<file path="src/verilog/rac_pkg.sv">
// Purpose : shared constants for the relay alarm output control block
// Assumes : 40 MHz mclk_i, time parameters in 0.1 s units
// Notes   : source and mode encodings are used by the top and the testbench
package rac_pkg;
   // clock and time base
   localparam int unsigned CLK_PERIOD_PS = 25000;          // 40 MHz
   localparam longint     TICK_TIME_PS  = 64'h174876E800;   // 0.1 s in ps
   localparam int unsigned TICK_CYCLES   = int'(TICK_TIME_PS / CLK_PERIOD_PS);
   // default sizes
   localparam int unsigned MEAS_W     = 16;
   localparam int unsigned TIME_W     = 16;
   localparam int unsigned NUM_CH     = 4;
   localparam int unsigned NUM_OUT    = 2;
   // per-channel source selection
   typedef enum logic [1:0] {
      RAC_SRC_NONE = 2'h0,
      RAC_SRC_AL1  = 2'h1,
      RAC_SRC_AL2  = 2'h2,
      RAC_SRC_BOTH = 2'h3
   } rac_src_t;
   // alarm direction and output mode / logic function bits
   localparam logic DIR_UNDER = 1'h0;
   localparam logic DIR_OVER  = 1'h1;
   localparam logic MODE_NO   = 1'h0;
   localparam logic MODE_NC   = 1'h1;
   localparam logic FUNC_OR   = 1'h0;
   localparam logic FUNC_AND  = 1'h1;
   // reset values
   localparam logic RST_ALARM = 1'h0;
endpackage

</file>
<file path="src/verilog/rac_ch_if.sv">
// Purpose : carries one channel's measurement, alarm settings and alarm states
// Assumes : all signals in the mclk_i domain
// Notes   : src side is the top, det side is the alarm detector
`timescale 1ns/1ps
interface rac_ch_if #(parameter int unsigned W = 16);
   logic signed [W-1:0] meas;
   logic signed [W-1:0] thr1;
   logic signed [W-1:0] hyst1;
   logic signed [W-1:0] thr2;
   logic signed [W-1:0] hyst2;
   logic                dir1;
   logic                dir2;
   logic                al1;
   logic                al2;
   modport src (output meas, thr1, hyst1, thr2, hyst2, dir1, dir2, input al1, al2);
   modport det (input meas, thr1, hyst1, thr2, hyst2, dir1, dir2, output al1, al2);
endinterface

</file>
<file path="src/verilog/rac_alarm.sv">
// Purpose : two independent hysteresis alarms for one measurement channel
// Assumes : measurement and settings come from logic on mclk_i
// Notes   : bounds are computed one bit wider so threshold +/- hysteresis never wraps
`timescale 1ns/1ps
module rac_alarm
   import rac_pkg::*;
#(
   parameter int unsigned W = rac_pkg::MEAS_W
)(
   // clock and reset
   input  wire logic mclk_i,
   input  wire logic rst_i,
   // channel
   rac_ch_if.det     ch
);
   import rac_pkg::*;

   logic al1_q, al1_d, al2_q, al2_d;

   // one hysteresis step: set at the far edge of the band, clear at the near edge
   function automatic logic alarm_next(input logic cur, input logic over,
                                       input logic signed [W-1:0] m,
                                       input logic signed [W-1:0] t,
                                       input logic signed [W-1:0] h);
      logic signed [W:0] hi;
      logic signed [W:0] lo;
      logic signed [W:0] mx;
      hi = $signed({t[W-1], t}) + $signed({h[W-1], h});
      lo = $signed({t[W-1], t}) - $signed({h[W-1], h});
      mx = $signed({m[W-1], m});
      if (over == DIR_OVER) begin
         alarm_next = cur ? (mx > lo) : (mx >= hi);
      end else begin
         alarm_next = cur ? (mx < hi) : (mx <= lo);
      end
   endfunction

   // next alarm states, both alarms evaluated independently
   always_comb begin
      al1_d = alarm_next(al1_q, ch.dir1, ch.meas, ch.thr1, ch.hyst1);
      al2_d = alarm_next(al2_q, ch.dir2, ch.meas, ch.thr2, ch.hyst2);
   end

   // alarm state registers
   always_ff @(posedge mclk_i) begin
      if (rst_i) begin
         al1_q <= RST_ALARM;
         al2_q <= RST_ALARM;
      end else begin
         al1_q <= al1_d;
         al2_q <= al2_d;
      end
   end

   assign ch.al1 = al1_q;
   assign ch.al2 = al2_q;

   // over mode: reaching threshold plus hysteresis raises the alarm
   a_over_set: assert property (@(posedge mclk_i) disable iff (rst_i)
      (ch.dir1 == DIR_OVER && $signed({ch.meas[W-1], ch.meas}) >=
       $signed({ch.thr1[W-1], ch.thr1}) + $signed({ch.hyst1[W-1], ch.hyst1}))
      |=> al1_q) else $error("over alarm not raised at upper bound");
   // under mode: reaching threshold minus hysteresis raises the alarm
   a_under_set: assert property (@(posedge mclk_i) disable iff (rst_i)
      (ch.dir2 == DIR_UNDER && $signed({ch.meas[W-1], ch.meas}) <=
       $signed({ch.thr2[W-1], ch.thr2}) - $signed({ch.hyst2[W-1], ch.hyst2}))
      |=> al2_q) else $error("under alarm not raised at lower bound");
   c_alarm_rise: cover property (@(posedge mclk_i) disable iff (rst_i) $rose(al1_q));
endmodule

</file>
<file path="src/verilog/rac_top.sv">
// Purpose : relay outputs driven by combined channel alarms with delay and hold timing
// Assumes : 40 MHz mclk_i; settings and measurements are synchronous to mclk_i
// Notes   : delay and hold values are counts of 0.1 s ticks; TICK_CYC shortens in simulation
`timescale 1ns/1ps

// Functional notes
// after the relay changes, it keeps the new state for at least the closed or open hold time.
// here: hold can end up to one tick early; a mode_nc_i change moves the relay.
// while a hold runs, alarms are ignored and the delay counter does not move.
// the delay counter counts up on each tick with a combined result of 1.
// the delay counter counts down on each tick with a combined result of 0, stopping at 0.
// the relay changes only once the counter reaches the close or open delay.
// under mode raises the alarm at threshold minus hysteresis, clears at threshold plus.
// over mode raises the alarm at threshold plus hysteresis, clears at threshold minus.
// each channel has two alarms; the source picks alarm 1, alarm 2 or both per channel.
// the combining function is OR of attached channels or AND of all attached channels.
// normally open closes the relay on a filtered 1; normally closed inverts that.
// a delay of zero switches as soon as the condition appears, without counting.
// delay and hold timers count 0.1 s ticks made from the system clock.
module rac_top
   import rac_pkg::*;
#(
   parameter int unsigned NCH      = rac_pkg::NUM_CH,
   parameter int unsigned NOUT     = rac_pkg::NUM_OUT,
   parameter int unsigned W        = rac_pkg::MEAS_W,
   parameter int unsigned TW       = rac_pkg::TIME_W,
   parameter int unsigned TICK_CYC = rac_pkg::TICK_CYCLES
)(
   // clock and reset
   input  wire logic                            mclk_i,
   input  wire logic                            rst_i,
   // measurements and alarm settings, per channel
   input  wire logic signed [NCH-1:0][W-1:0]    meas_i,
   input  wire logic signed [NCH-1:0][W-1:0]    thr1_i,
   input  wire logic signed [NCH-1:0][W-1:0]    hyst1_i,
   input  wire logic signed [NCH-1:0][W-1:0]    thr2_i,
   input  wire logic signed [NCH-1:0][W-1:0]    hyst2_i,
   input  wire logic        [NCH-1:0]           first_alarm_direction_i,
   input  wire logic        [NCH-1:0]           second_alarm_direction_i,
   // output settings, per relay
   input  wire logic        [NOUT-1:0][NCH-1:0][1:0] src_sel_i,
   input  wire logic        [NOUT-1:0]          logic_and_i,
   input  wire logic        [NOUT-1:0]          mode_nc_i,
   input  wire logic        [NOUT-1:0][TW-1:0]  close_delay_i,
   input  wire logic        [NOUT-1:0][TW-1:0]  open_delay_i,
   input  wire logic        [NOUT-1:0][TW-1:0]  closed_hold_i,
   input  wire logic        [NOUT-1:0][TW-1:0]  open_hold_i,
   // status and relays
   output logic             [NCH-1:0]           alarm1_o,
   output logic             [NCH-1:0]           alarm2_o,
   output logic             [NOUT-1:0]          relay_closed_o
);
   import rac_pkg::*;

   localparam int unsigned PW = (TICK_CYC > 1) ? $clog2(TICK_CYC) : 1;
   localparam logic [PW-1:0] PRE_LAST = PW'(TICK_CYC - 1);

   logic [PW-1:0] pre_q, pre_d;
   logic          tick_q, tick_d;
   logic [NCH-1:0] al1, al2;

   // 0.1 s time base; one-cycle tick registered so timers see a clean strobe
   always_comb begin
      pre_d  = (pre_q == PRE_LAST) ? '0 : pre_q + PW'(1);
      tick_d = (pre_q == PRE_LAST);
   end

   always_ff @(posedge mclk_i) begin
      if (rst_i) begin
         pre_q  <= '0;
         tick_q <= 1'b0;
      end else begin
         pre_q  <= pre_d;
         tick_q <= tick_d;
      end
   end

   // per-channel alarm detectors
   generate
      for (genvar c = 0; c < NCH; c++) begin : g_ch
         rac_ch_if #(.W(W)) chi ();
         assign chi.meas  = meas_i[c];
         assign chi.thr1  = thr1_i[c];
         assign chi.hyst1 = hyst1_i[c];
         assign chi.thr2  = thr2_i[c];
         assign chi.hyst2 = hyst2_i[c];
         assign chi.dir1  = first_alarm_direction_i[c];
         assign chi.dir2  = second_alarm_direction_i[c];
         assign al1[c]    = chi.al1;
         assign al2[c]    = chi.al2;
         rac_alarm #(.W(W)) u_alarm (
            .mclk_i (mclk_i),
            .rst_i  (rst_i),
            .ch     (chi.det)
         );
      end
   endgenerate

   // alarm states come straight from the detector flops
   assign alarm1_o = al1;
   assign alarm2_o = al2;

   // channel condition selected by the source setting
   function automatic logic chan_cond(input logic [1:0] sel, input logic a1, input logic a2);
      case (sel)
         RAC_SRC_AL1:  chan_cond = a1;
         RAC_SRC_AL2:  chan_cond = a2;
         RAC_SRC_BOTH: chan_cond = a1 & a2;
         default:      chan_cond = 1'b0;
      endcase
   endfunction

   // combined logic: unattached channels take no part; AND with none attached is 0
   function automatic logic combine(input logic [NCH-1:0][1:0] sel, input logic fand,
                                    input logic [NCH-1:0] a1, input logic [NCH-1:0] a2);
      logic any_c;
      logic all_c;
      logic att;
      any_c = 1'b0;
      all_c = 1'b1;
      att   = 1'b0;
      for (int c = 0; c < NCH; c++) begin
         if (sel[c] != RAC_SRC_NONE) begin
            att   = 1'b1;
            any_c = any_c | chan_cond(sel[c], a1[c], a2[c]);
            all_c = all_c & chan_cond(sel[c], a1[c], a2[c]);
         end
      end
      combine = (fand == FUNC_AND) ? (att & all_c) : any_c;
   endfunction

   logic [NOUT-1:0]         lf;
   logic [NOUT-1:0]         filt_q, filt_d;
   logic [NOUT-1:0]         relay_q, relay_d;
   logic [NOUT-1:0][TW-1:0] cnt_q, cnt_d;
   logic [NOUT-1:0][TW-1:0] hold_q, hold_d;

   // delay counter, hold timer and relay state per output
   always_comb begin
      for (int o = 0; o < NOUT; o++) begin
         lf[o]      = combine(src_sel_i[o], logic_and_i[o], al1, al2);
         filt_d[o]  = filt_q[o];
         cnt_d[o]   = cnt_q[o];
         hold_d[o]  = hold_q[o];
         relay_d[o] = relay_q[o];
         if (hold_q[o] != '0) begin
            // alarms ignored while holding; only the hold timer runs
            if (tick_q) begin
               hold_d[o] = hold_q[o] - TW'(1);
            end
         end else if (!filt_q[o]) begin
            // open side: count toward the close delay
            if (lf[o] && close_delay_i[o] == '0) begin
               filt_d[o] = 1'b1;
               cnt_d[o]  = open_delay_i[o];
            end else if (tick_q && lf[o]) begin
               if (cnt_q[o] + TW'(1) >= close_delay_i[o]) begin
                  filt_d[o] = 1'b1;
                  cnt_d[o]  = open_delay_i[o];
               end else begin
                  cnt_d[o] = cnt_q[o] + TW'(1);
               end
            end else if (tick_q && cnt_q[o] != '0) begin
               cnt_d[o] = cnt_q[o] - TW'(1);
            end
         end else begin
            // closed side: counter starts at the open delay and falls on 0
            if (!lf[o] && open_delay_i[o] == '0) begin
               filt_d[o] = 1'b0;
               cnt_d[o]  = '0;
            end else if (tick_q && !lf[o]) begin
               if (cnt_q[o] <= TW'(1)) begin
                  filt_d[o] = 1'b0;
                  cnt_d[o]  = '0;
               end else begin
                  cnt_d[o] = cnt_q[o] - TW'(1);
               end
            end else if (tick_q && cnt_q[o] < open_delay_i[o]) begin
               cnt_d[o] = cnt_q[o] + TW'(1);
            end
         end
         relay_d[o] = filt_d[o] ^ (mode_nc_i[o] == MODE_NC);
         if (relay_d[o] != relay_q[o]) begin
            hold_d[o] = relay_d[o] ? closed_hold_i[o] : open_hold_i[o];
         end
      end
   end

   // a reset relay is open in normally-open mode; first clock applies the mode
   always_ff @(posedge mclk_i) begin
      if (rst_i) begin
         filt_q  <= '0;
         relay_q <= '0;
         cnt_q   <= '0;
         hold_q  <= '0;
      end else begin
         filt_q  <= filt_d;
         relay_q <= relay_d;
         cnt_q   <= cnt_d;
         hold_q  <= hold_d;
      end
   end

   assign relay_closed_o = relay_q;

   // checks, per output
   generate
      for (genvar o = 0; o < NOUT; o++) begin : g_chk
         a_hold_freeze: assert property (@(posedge mclk_i) disable iff (rst_i)
            (hold_q[o] != '0 && $stable(mode_nc_i[o])) |=> $stable(relay_q[o]))
            else $error("relay moved during hold");
         a_hold_load: assert property (@(posedge mclk_i) disable iff (rst_i)
            (relay_q[o] != $past(relay_q[o])) |->
            hold_q[o] == (relay_q[o] ? $past(closed_hold_i[o]) : $past(open_hold_i[o])))
            else $error("hold time not loaded on relay change");
         a_cnt_freeze: assert property (@(posedge mclk_i) disable iff (rst_i)
            hold_q[o] != '0 |=> cnt_q[o] == $past(cnt_q[o]))
            else $error("delay counter moved during hold");
         a_cnt_up: assert property (@(posedge mclk_i) disable iff (rst_i)
            (hold_q[o] == '0 && tick_q && lf[o] && !filt_q[o] &&
             cnt_q[o] + TW'(1) < close_delay_i[o]) |=> cnt_q[o] == $past(cnt_q[o]) + TW'(1))
            else $error("delay counter did not count up");
         a_cnt_down: assert property (@(posedge mclk_i) disable iff (rst_i)
            (hold_q[o] == '0 && tick_q && !lf[o] && !filt_q[o] && cnt_q[o] != '0)
            |=> cnt_q[o] == $past(cnt_q[o]) - TW'(1))
            else $error("delay counter did not count down");
         a_close_delay: assert property (@(posedge mclk_i) disable iff (rst_i)
            ($rose(filt_q[o]) && $past(close_delay_i[o]) != '0) |->
            ($past(tick_q) && $past(cnt_q[o]) + TW'(1) >= $past(close_delay_i[o])))
            else $error("closed before delay reached");
         a_zero_delay: assert property (@(posedge mclk_i) disable iff (rst_i)
            (hold_q[o] == '0 && !filt_q[o] && lf[o] && close_delay_i[o] == '0) |=> filt_q[o])
            else $error("zero delay did not switch at once");
         a_mode_map: assert property (@(posedge mclk_i) disable iff (rst_i)
            $stable(mode_nc_i[o]) && $stable(filt_q[o]) && hold_q[o] == '0
            |=> relay_q[o] == (filt_q[o] ^ mode_nc_i[o]))
            else $error("relay does not follow mode");
         c_close: cover property (@(posedge mclk_i) disable iff (rst_i) $rose(relay_q[o]));
         c_hold: cover property (@(posedge mclk_i) disable iff (rst_i)
            hold_q[o] != '0 && lf[o] != filt_q[o]);
         c_delay: cover property (@(posedge mclk_i) disable iff (rst_i)
            $fell(filt_q[o]) && $past(open_delay_i[o]) > TW'(1));
      end
   endgenerate
endmodule

</file>
<file path="config.mk">
export PLATFORM = sky130hd
export DESIGN_NAME = rac_top
export DESIGN_NICKNAME = d
export VERILOG_FILES = /design/src/verilog/rac_pkg.sv /design/src/verilog/rac_ch_if.sv /design/src/verilog/rac_alarm.sv /design/src/verilog/rac_top.sv
export SDC_FILE = /design/constraint.sdc
export NUM_CORES = 1
export LEC_CHECK = 0
export BUFFER_PORTS_ARGS = -buffer_cell sky130_fd_sc_hd__buf_2
export CELL_PAD_IN_SITES_DETAIL_PLACEMENT = 0
export CELL_PAD_IN_SITES_GLOBAL_PLACEMENT = 1
export CORE_MARGIN = 3
export CORE_UTILIZATION = 35
export DETAILED_ROUTE_END_ITERATION = 6
export PLACE_DENSITY_LB_ADDON = 0.1
export SLEW_MARGIN = 20
export SYNTH_ARGS = -nofsm -noshare
export SYNTH_HDL_FRONTEND = slang
export SYNTH_SLANG_ARGS = --single-unit
</file>
<file path="constraint.sdc">
create_clock -name mclk_i -period 5.55 [get_ports mclk_i]
set_input_delay 0.8325 -clock mclk_i [delete_from_list [all_inputs] [get_ports mclk_i]]
set_output_delay 0.8325 -clock mclk_i [all_outputs]
set_load 0.05 [all_outputs]
</file>
-- Yosys cells after proc, flatten, opt, wreduce, memory -nomap -nowiden
Index checks and enable logic that the tools add are counted.
- flip-flop bits (word level): 99
- bits of input ports: 478
- logic and storage cells: 275
- add/subtract/negate cells: 23
- $lt $le $gt $ge: 38
- eq/ne operators: 29
- mux-type cells: 106
- bitwise logic cells: 22
- reduce and logical (&&, ||, !) cells: 41
- operators by type and width (cell ; number):
    16-bit two-way mux ; 26
    16-bit by 16-bit adder with 17-bit output ; 8
    16-bit by 17-bit greater-or-equal comparator with 1-bit output ; 8
    16-bit by 17-bit > comparator with 1-bit output ; 8
    16-bit by 17-bit <= comparator with 1-bit output ; 8
    16-bit by 17-bit < comparator with 1-bit output ; 8
    16-bit by 16-bit subtractor with 17-bit output ; 8
    1-bit two-way mux ; 72
    16-bit zero test ; 4
    16-bit nonzero test ; 4
    16-bit by 1-bit subtractor with 16-bit output, second input constant ; 4
    16-bit by 1-bit adder with 16-bit output, second input constant ; 2
    2-bit == test, second input constant ; 16
    16-bit greater-or-equal comparator ; 2
    16-bit by 1-bit <= comparator with 1-bit output, second input constant ; 2
    16-bit < comparator ; 2
    1-bit one-hot mux with 3 select lines ; 8
    2-bit nonzero test ; 12
    22-bit by 1-bit adder with 22-bit output, second input constant ; 1
    22-bit == test, second input constant ; 1
    2-bit by 1-bit == test with 1-bit output, second input constant ; 8
    1-bit bitwise AND ; 12
    1-bit logical AND ; 12
    4-bit by 1-bit inequality test with 1-bit output, second input constant ; 2
    other kinds (9) ; 21

-- Longest topological paths before layout
- depth after elaboration: 21
- mapped depth: 22
- depth with buffers taken out: 22

-- Hierarchy
From an unflattened synthesis, not the netlist that was laid out.
- cell total of the unflattened synthesis: 3834
- area, all modules: 28193.3 µm²
- by module, submodules not included (module ; instances ; cells each ; area an instance (µm²)):
    rac_top ; 1 ; 1350 ; 9816.9
    rac_alarm (g_ch[2].u_alarm ...) ; 2 ; 612 ; 4554.4
    rac_alarm (g_ch[0].u_alarm) ; 1 ; 637 ; 4654.5
    rac_alarm (g_ch[1].u_alarm) ; 1 ; 623 ; 4613.2

-- Worst setup path after synthesis
Ideal clock, no wire load.
- path kind: input to register
- start: in hyst1_i[2] (netlist name)
- end: reg g_ch[0].u_alarm.al1_q
- arrival: 4533 ps
- data required time: 5431 ps
- slack: 898 ps
- stages: 21
- buffers on the path: 0
- cell sequence: inv_1 ha_1 nor2b_1 o21ai_0 a21boi_0 o211ai_1 a21oi_1 a2111oi_0 nor3_1 a2111o_1 o311ai_0 ha_1 nand4_1 nor2_1 o2111ai_1 a21oi_1 a2111o_1 a211o_1 a31oi_1 mux2i_1 o2bb2ai_1
- cells in the longest elaborated chain, start to end: 4
- elaborated cells on any way between the ends: 9
- classes of those cells: add/sub (2); order compare (4); mux (3)
- RTL lines (what ; line ; RTL):
    start, declared ; rac_top.sv:35 ; input wire logic signed [NCH-1:0][W-1:0] hyst1_i,
    16-bit by 16-bit subtractor with 17-bit output / 16-bit by 16-bit adder with 17-bit output (equally long branches) ; rac_alarm.sv:29, rac_alarm.sv:28 ;
    16-bit by 17-bit <= comparator with 1-bit output (tied with other cells) ; rac_alarm.sv:34 ; alarm_next = cur ? (mx < hi) : (mx <= lo);
    1-bit two-way mux (on tied branches) ; rac_alarm.sv:34, rac_alarm.sv:32 ;
    1-bit two-way mux (*) ; rac_alarm.sv:31 ; if (over == DIR_OVER) begin
    end signal, assigned ; rac_alarm.sv:50 ; al1_q <= al1_d;
    end, declared ; rac_alarm.sv:18 ; logic al1_q, al1_d, al2_q, al2_d;
Every way passes the cells marked *; elsewhere a longest branch is shown, timed or not.
A chain may end at the register's enable or synchronous reset.

-- Final worst setup path
- start: reg cnt_q[16] (netlist name)
- end: reg hold_q[22] (netlist name)
- cells in the longest elaborated chain, start to end: 11
- elaborated cells on any way between the ends: 18
- classes of those cells: add/sub (1); order compare (2); eq/ne (1); mux (10); bitwise (1); reduce/logical (3)
- RTL lines (what ; line ; RTL):
    start, declared ; rac_top.sv:135 ; logic [NOUT-1:0][TW-1:0] cnt_q, cnt_d;
    start signal, assigned ; rac_top.sv:199 ; cnt_q <= cnt_d;
    16-bit by 1-bit adder with 16-bit output ; rac_top.sv:157 ; if (cnt_q[o] + TW'(1) >= close_delay_i[o]) begin
    16-bit greater-or-equal comparator ; rac_top.sv:157 ;
    1-bit two-way mux ; rac_top.sv:157 ;
    1-bit two-way mux ; rac_top.sv:156 ; end else if (tick_q && lf[o]) begin
    1-bit two-way mux ; rac_top.sv:153 ; if (lf[o] && close_delay_i[o] == '0) begin
    1-bit two-way mux (*) ; rac_top.sv:151 ; end else if (!filt_q[o]) begin
    1-bit two-way mux (*) ; rac_top.sv:146 ; if (hold_q[o] != '0) begin
    1-bit bitwise XOR (*) ; rac_top.sv:182 ; relay_d[o] = filt_d[o] ^ (mode_nc_i[o] == MODE_NC);
    1-bit inequality test ; rac_top.sv:183 ; if (relay_d[o] != relay_q[o]) begin
    2-bit nonzero test (no line) ; -- ;
    2-bit AND reduction (no line) ; -- ;
    end signal, assigned ; rac_top.sv:200 ; hold_q <= hold_d;
    end, declared ; rac_top.sv:136 ; logic [NOUT-1:0][TW-1:0] hold_q, hold_d;
Marks and branches as above.

==> run summary <==
Clk pin slew, worst setup/hold paths: 0.09 ns
GR Util met1: 0.299
Yosys top cell area share: 0.271
Pin slew with the least headroom to its limit: 0.978 ns
First-pass detailed-route iteration total: 6
PD cells: 147 mW/mm2
Post-synth top flop: dfxtp_1
Hold Crit Class: flop to flop
Final setup vio count: 0
Global routing usage on met3: 0.0366
Area leader, netlist: ha_1
Total GRT Usage: 0.225
Overflow after GRT: 0
Final HPWL DP: 81.8 mm
Maximum clock rate: 202 MHz
Initial antenna violation count: 40
Most frequent cell after synthesis: ha_1
Fin area: 0.0316 mm2
Drt via density: 5.33
Syn Nets: 4,854
Drt drc: 0
Global-route track usage on met2: 0.385
Arrival time worst endpoint: 5.27 ns
Fin crit share: 0.892
Worst EP required: 5.87 ns
Netlist cell types: 89
Post-route ant nets: 0
First-pass GRT wire length: 149 mm
Max Cap Viol: 0
Number of synthesis warnings: 0
Final Hold Slack: 0.473 ns
Die width: 288 um
Leak: 15.3 nW
GPL Wtd Cong: 0.873
Placed cells: 5,190
Status: finished, final reports clean
Clk_skew: 0.0199 ns
Initial DRC count: 1,429
Post-Place Worst Slack: 0.285 ns
Seq/Total Area, Yosys: 0.0714
CP Launch Type: flop
TritonCTS Sinks: 99
Fraction of layout cells with a size suffix above 1: 0.152
List of most frequent post-synthesis cells: 601 x ha_1, 378 x inv_1, 294 x a21oi_1
Post-CTS setup repair buffer count: 0
Synthesized cell area: 0.0278 mm2
Max Slew Vio Count: 0
Critical path class: flop to flop
Nets: 5,256
Ys async rst share: 0
Power Total: 4.66 mW
Post-CTS Resized: 0
Row count: 102
RSZ-0062 raised after global routing: false
# hold bufs at CTS: 0
Area Overhead vs Synth: 13.9%
Final min period: 4.95 ns
Largest net degree at the start of global routing: 43
Placed cell area: 0.0313 mm2
Die Footprint: 0.0828 mm2
Buffers on Ports: 487
Gr busiest metal: met2
CTS tree: built
Crit Path Max Fanout: 42
Worst-Skew Late Latency: 0.40 ns
Routed wire length: 96.8 mm
Crit end category: flop
Worst slew margin: 0.348
Routed wire per std cell: 18.5 um
#FFs+latches synth: 99
Final Hold Viols: 0
Final WS setup: 0.597 ns
I/O pins: 488
Peak VDD IR: 0.000108 V
Synthesized area per cell: 7.39 um2
Core Region: 0.0780 mm2
Initial Util: 0.356
Setup_tns: 0 ns
Number of buffers created by CTS: 9
EDFF count, synth: 0
Number of global-route vias before repair: 27,200
Clock Tree Root: clkbuf_16
Via count: 27,900
Main area contributors after synthesis: ha_1 27%, dfxtp_1 7.1%, xnor2_1 7.1%
Chip Height: 288 um
Cells after Synth: 3,759
CTS max path bufs: 2
Final Util: 0.406
Clock H-tree levels: 3
Non-filler instance count after layout: 5,230
-- cell usage in the layout, fill, tap and decap left out, types with 29 or more instances in the layout --
cell type,synthesis,routed
o21a_1,51,51
xor2_1,84,84
nor2_1,264,264
inv_1,378,378
a211oi_1,51,50
nor3_1,115,114
o21bai_1,43,43
buf_2,3,487
a31oi_1,32,32
nand4_1,66,66
or3_1,40,40
a21oi_1,294,294
ha_1,601,601
nand2_1,230,230
buf_4,10,50
nor2b_1,93,93
nor4_1,40,40
dfxtp_1,99,99
mux2i_1,61,61
and3_1,31,31
nand2b_1,46,46
nand3_1,105,105
a21o_1,69,69
o22ai_1,29,29
o21ai_0,174,174
o211ai_1,33,33
xnor2_1,224,224
-- flip-flops by register name, summed over array words and instances, names as in the netlist --
register,count
tick_q,1
hold_q,32
relay_closed_o,2
g_ch.u_alarm.ch.al2,4
filt_q,2
pre_q,22
cnt_q,32
g_ch.u_alarm.ch.al1,4
-- path summary, 6_finish.rpt --
kind / start / slack (ns) / cells past startpoint / end
hold / removal: hold_q[17] / 0.47 / 2 / hold_q[17]
setup / recovery: cnt_q[16] / 0.60 / 16 / hold_q[22]
setup reg to reg: cnt_q[16] / 0.60 / 16 / hold_q[22]
hold reg to reg: hold_q[17] / 0.47 / 2 / hold_q[17]
-- report_power, final --
| part | leakage [nW] | switching (mW) | internal (mW) |
|---|---|---|---|
| clock network | 0.129 | 0.370 | 0.312 |
| logic | 14.4 | 1.78 | 1.39 |
| registers | 0.808 | 0.0589 | 0.750 |
| total | 15.3 | 2.21 | 2.45 |
-- final cells by class --
cell class / count / area [um2]
repair buffers: 538 / 2830
clock buffers: 12 / 236
clock inverters: 4 / 36.3
flip-flops and latches: 99 / 1980
fillers: 8387 / 46400
well taps: 1040 / 1300
diodes: 24 / 60.1
multi-input cells: 3132 / 23700
inverters: 381 / 1430
-- cell families (layout without fill, tap and decap cells) --
kind of cell	after synthesis	after routing	share of synthesized area
flip-flops	99	99	0.0714
XOR/XNOR	310	310	0.0989
AO/OA/AOI/OAI	1002	1002	0.239
AND/OR/NAND/NOR	1123	1123	0.204
other	0	24	0
adder cells (fa/ha/maj)	617	617	0.282
buffers and inverters	528	935	0.0742
multiplexers	80	80	0.0297
-- critical path, stage by stage (launching register included) --
cell	delay, ns
dfxtp_1	0.42
nand3_1	0.27
nor3_1	0.47
and4_1	0.40
nand3_1	0.13
xnor2_1	0.21
ha_1	0.35
nand4_1	0.18
a2111oi_1	0.61
a2111o_1	0.34
a21oi_1	0.13
nor4_4	0.31
buf_12	0.29
mux2i_1	0.29
buf_4	0.20
o21ai_0	0.08
a211oi_1	0.18
-- per-layer routing --
layer	part of all wire	vias to the layer above
met5	0.0020	-
met4	0.015	32
met3	0.053	99
met2	0.47	598
met1	0.46	12800
li1	-	14400
Note: power is estimated with default switching activity, not from simulation.
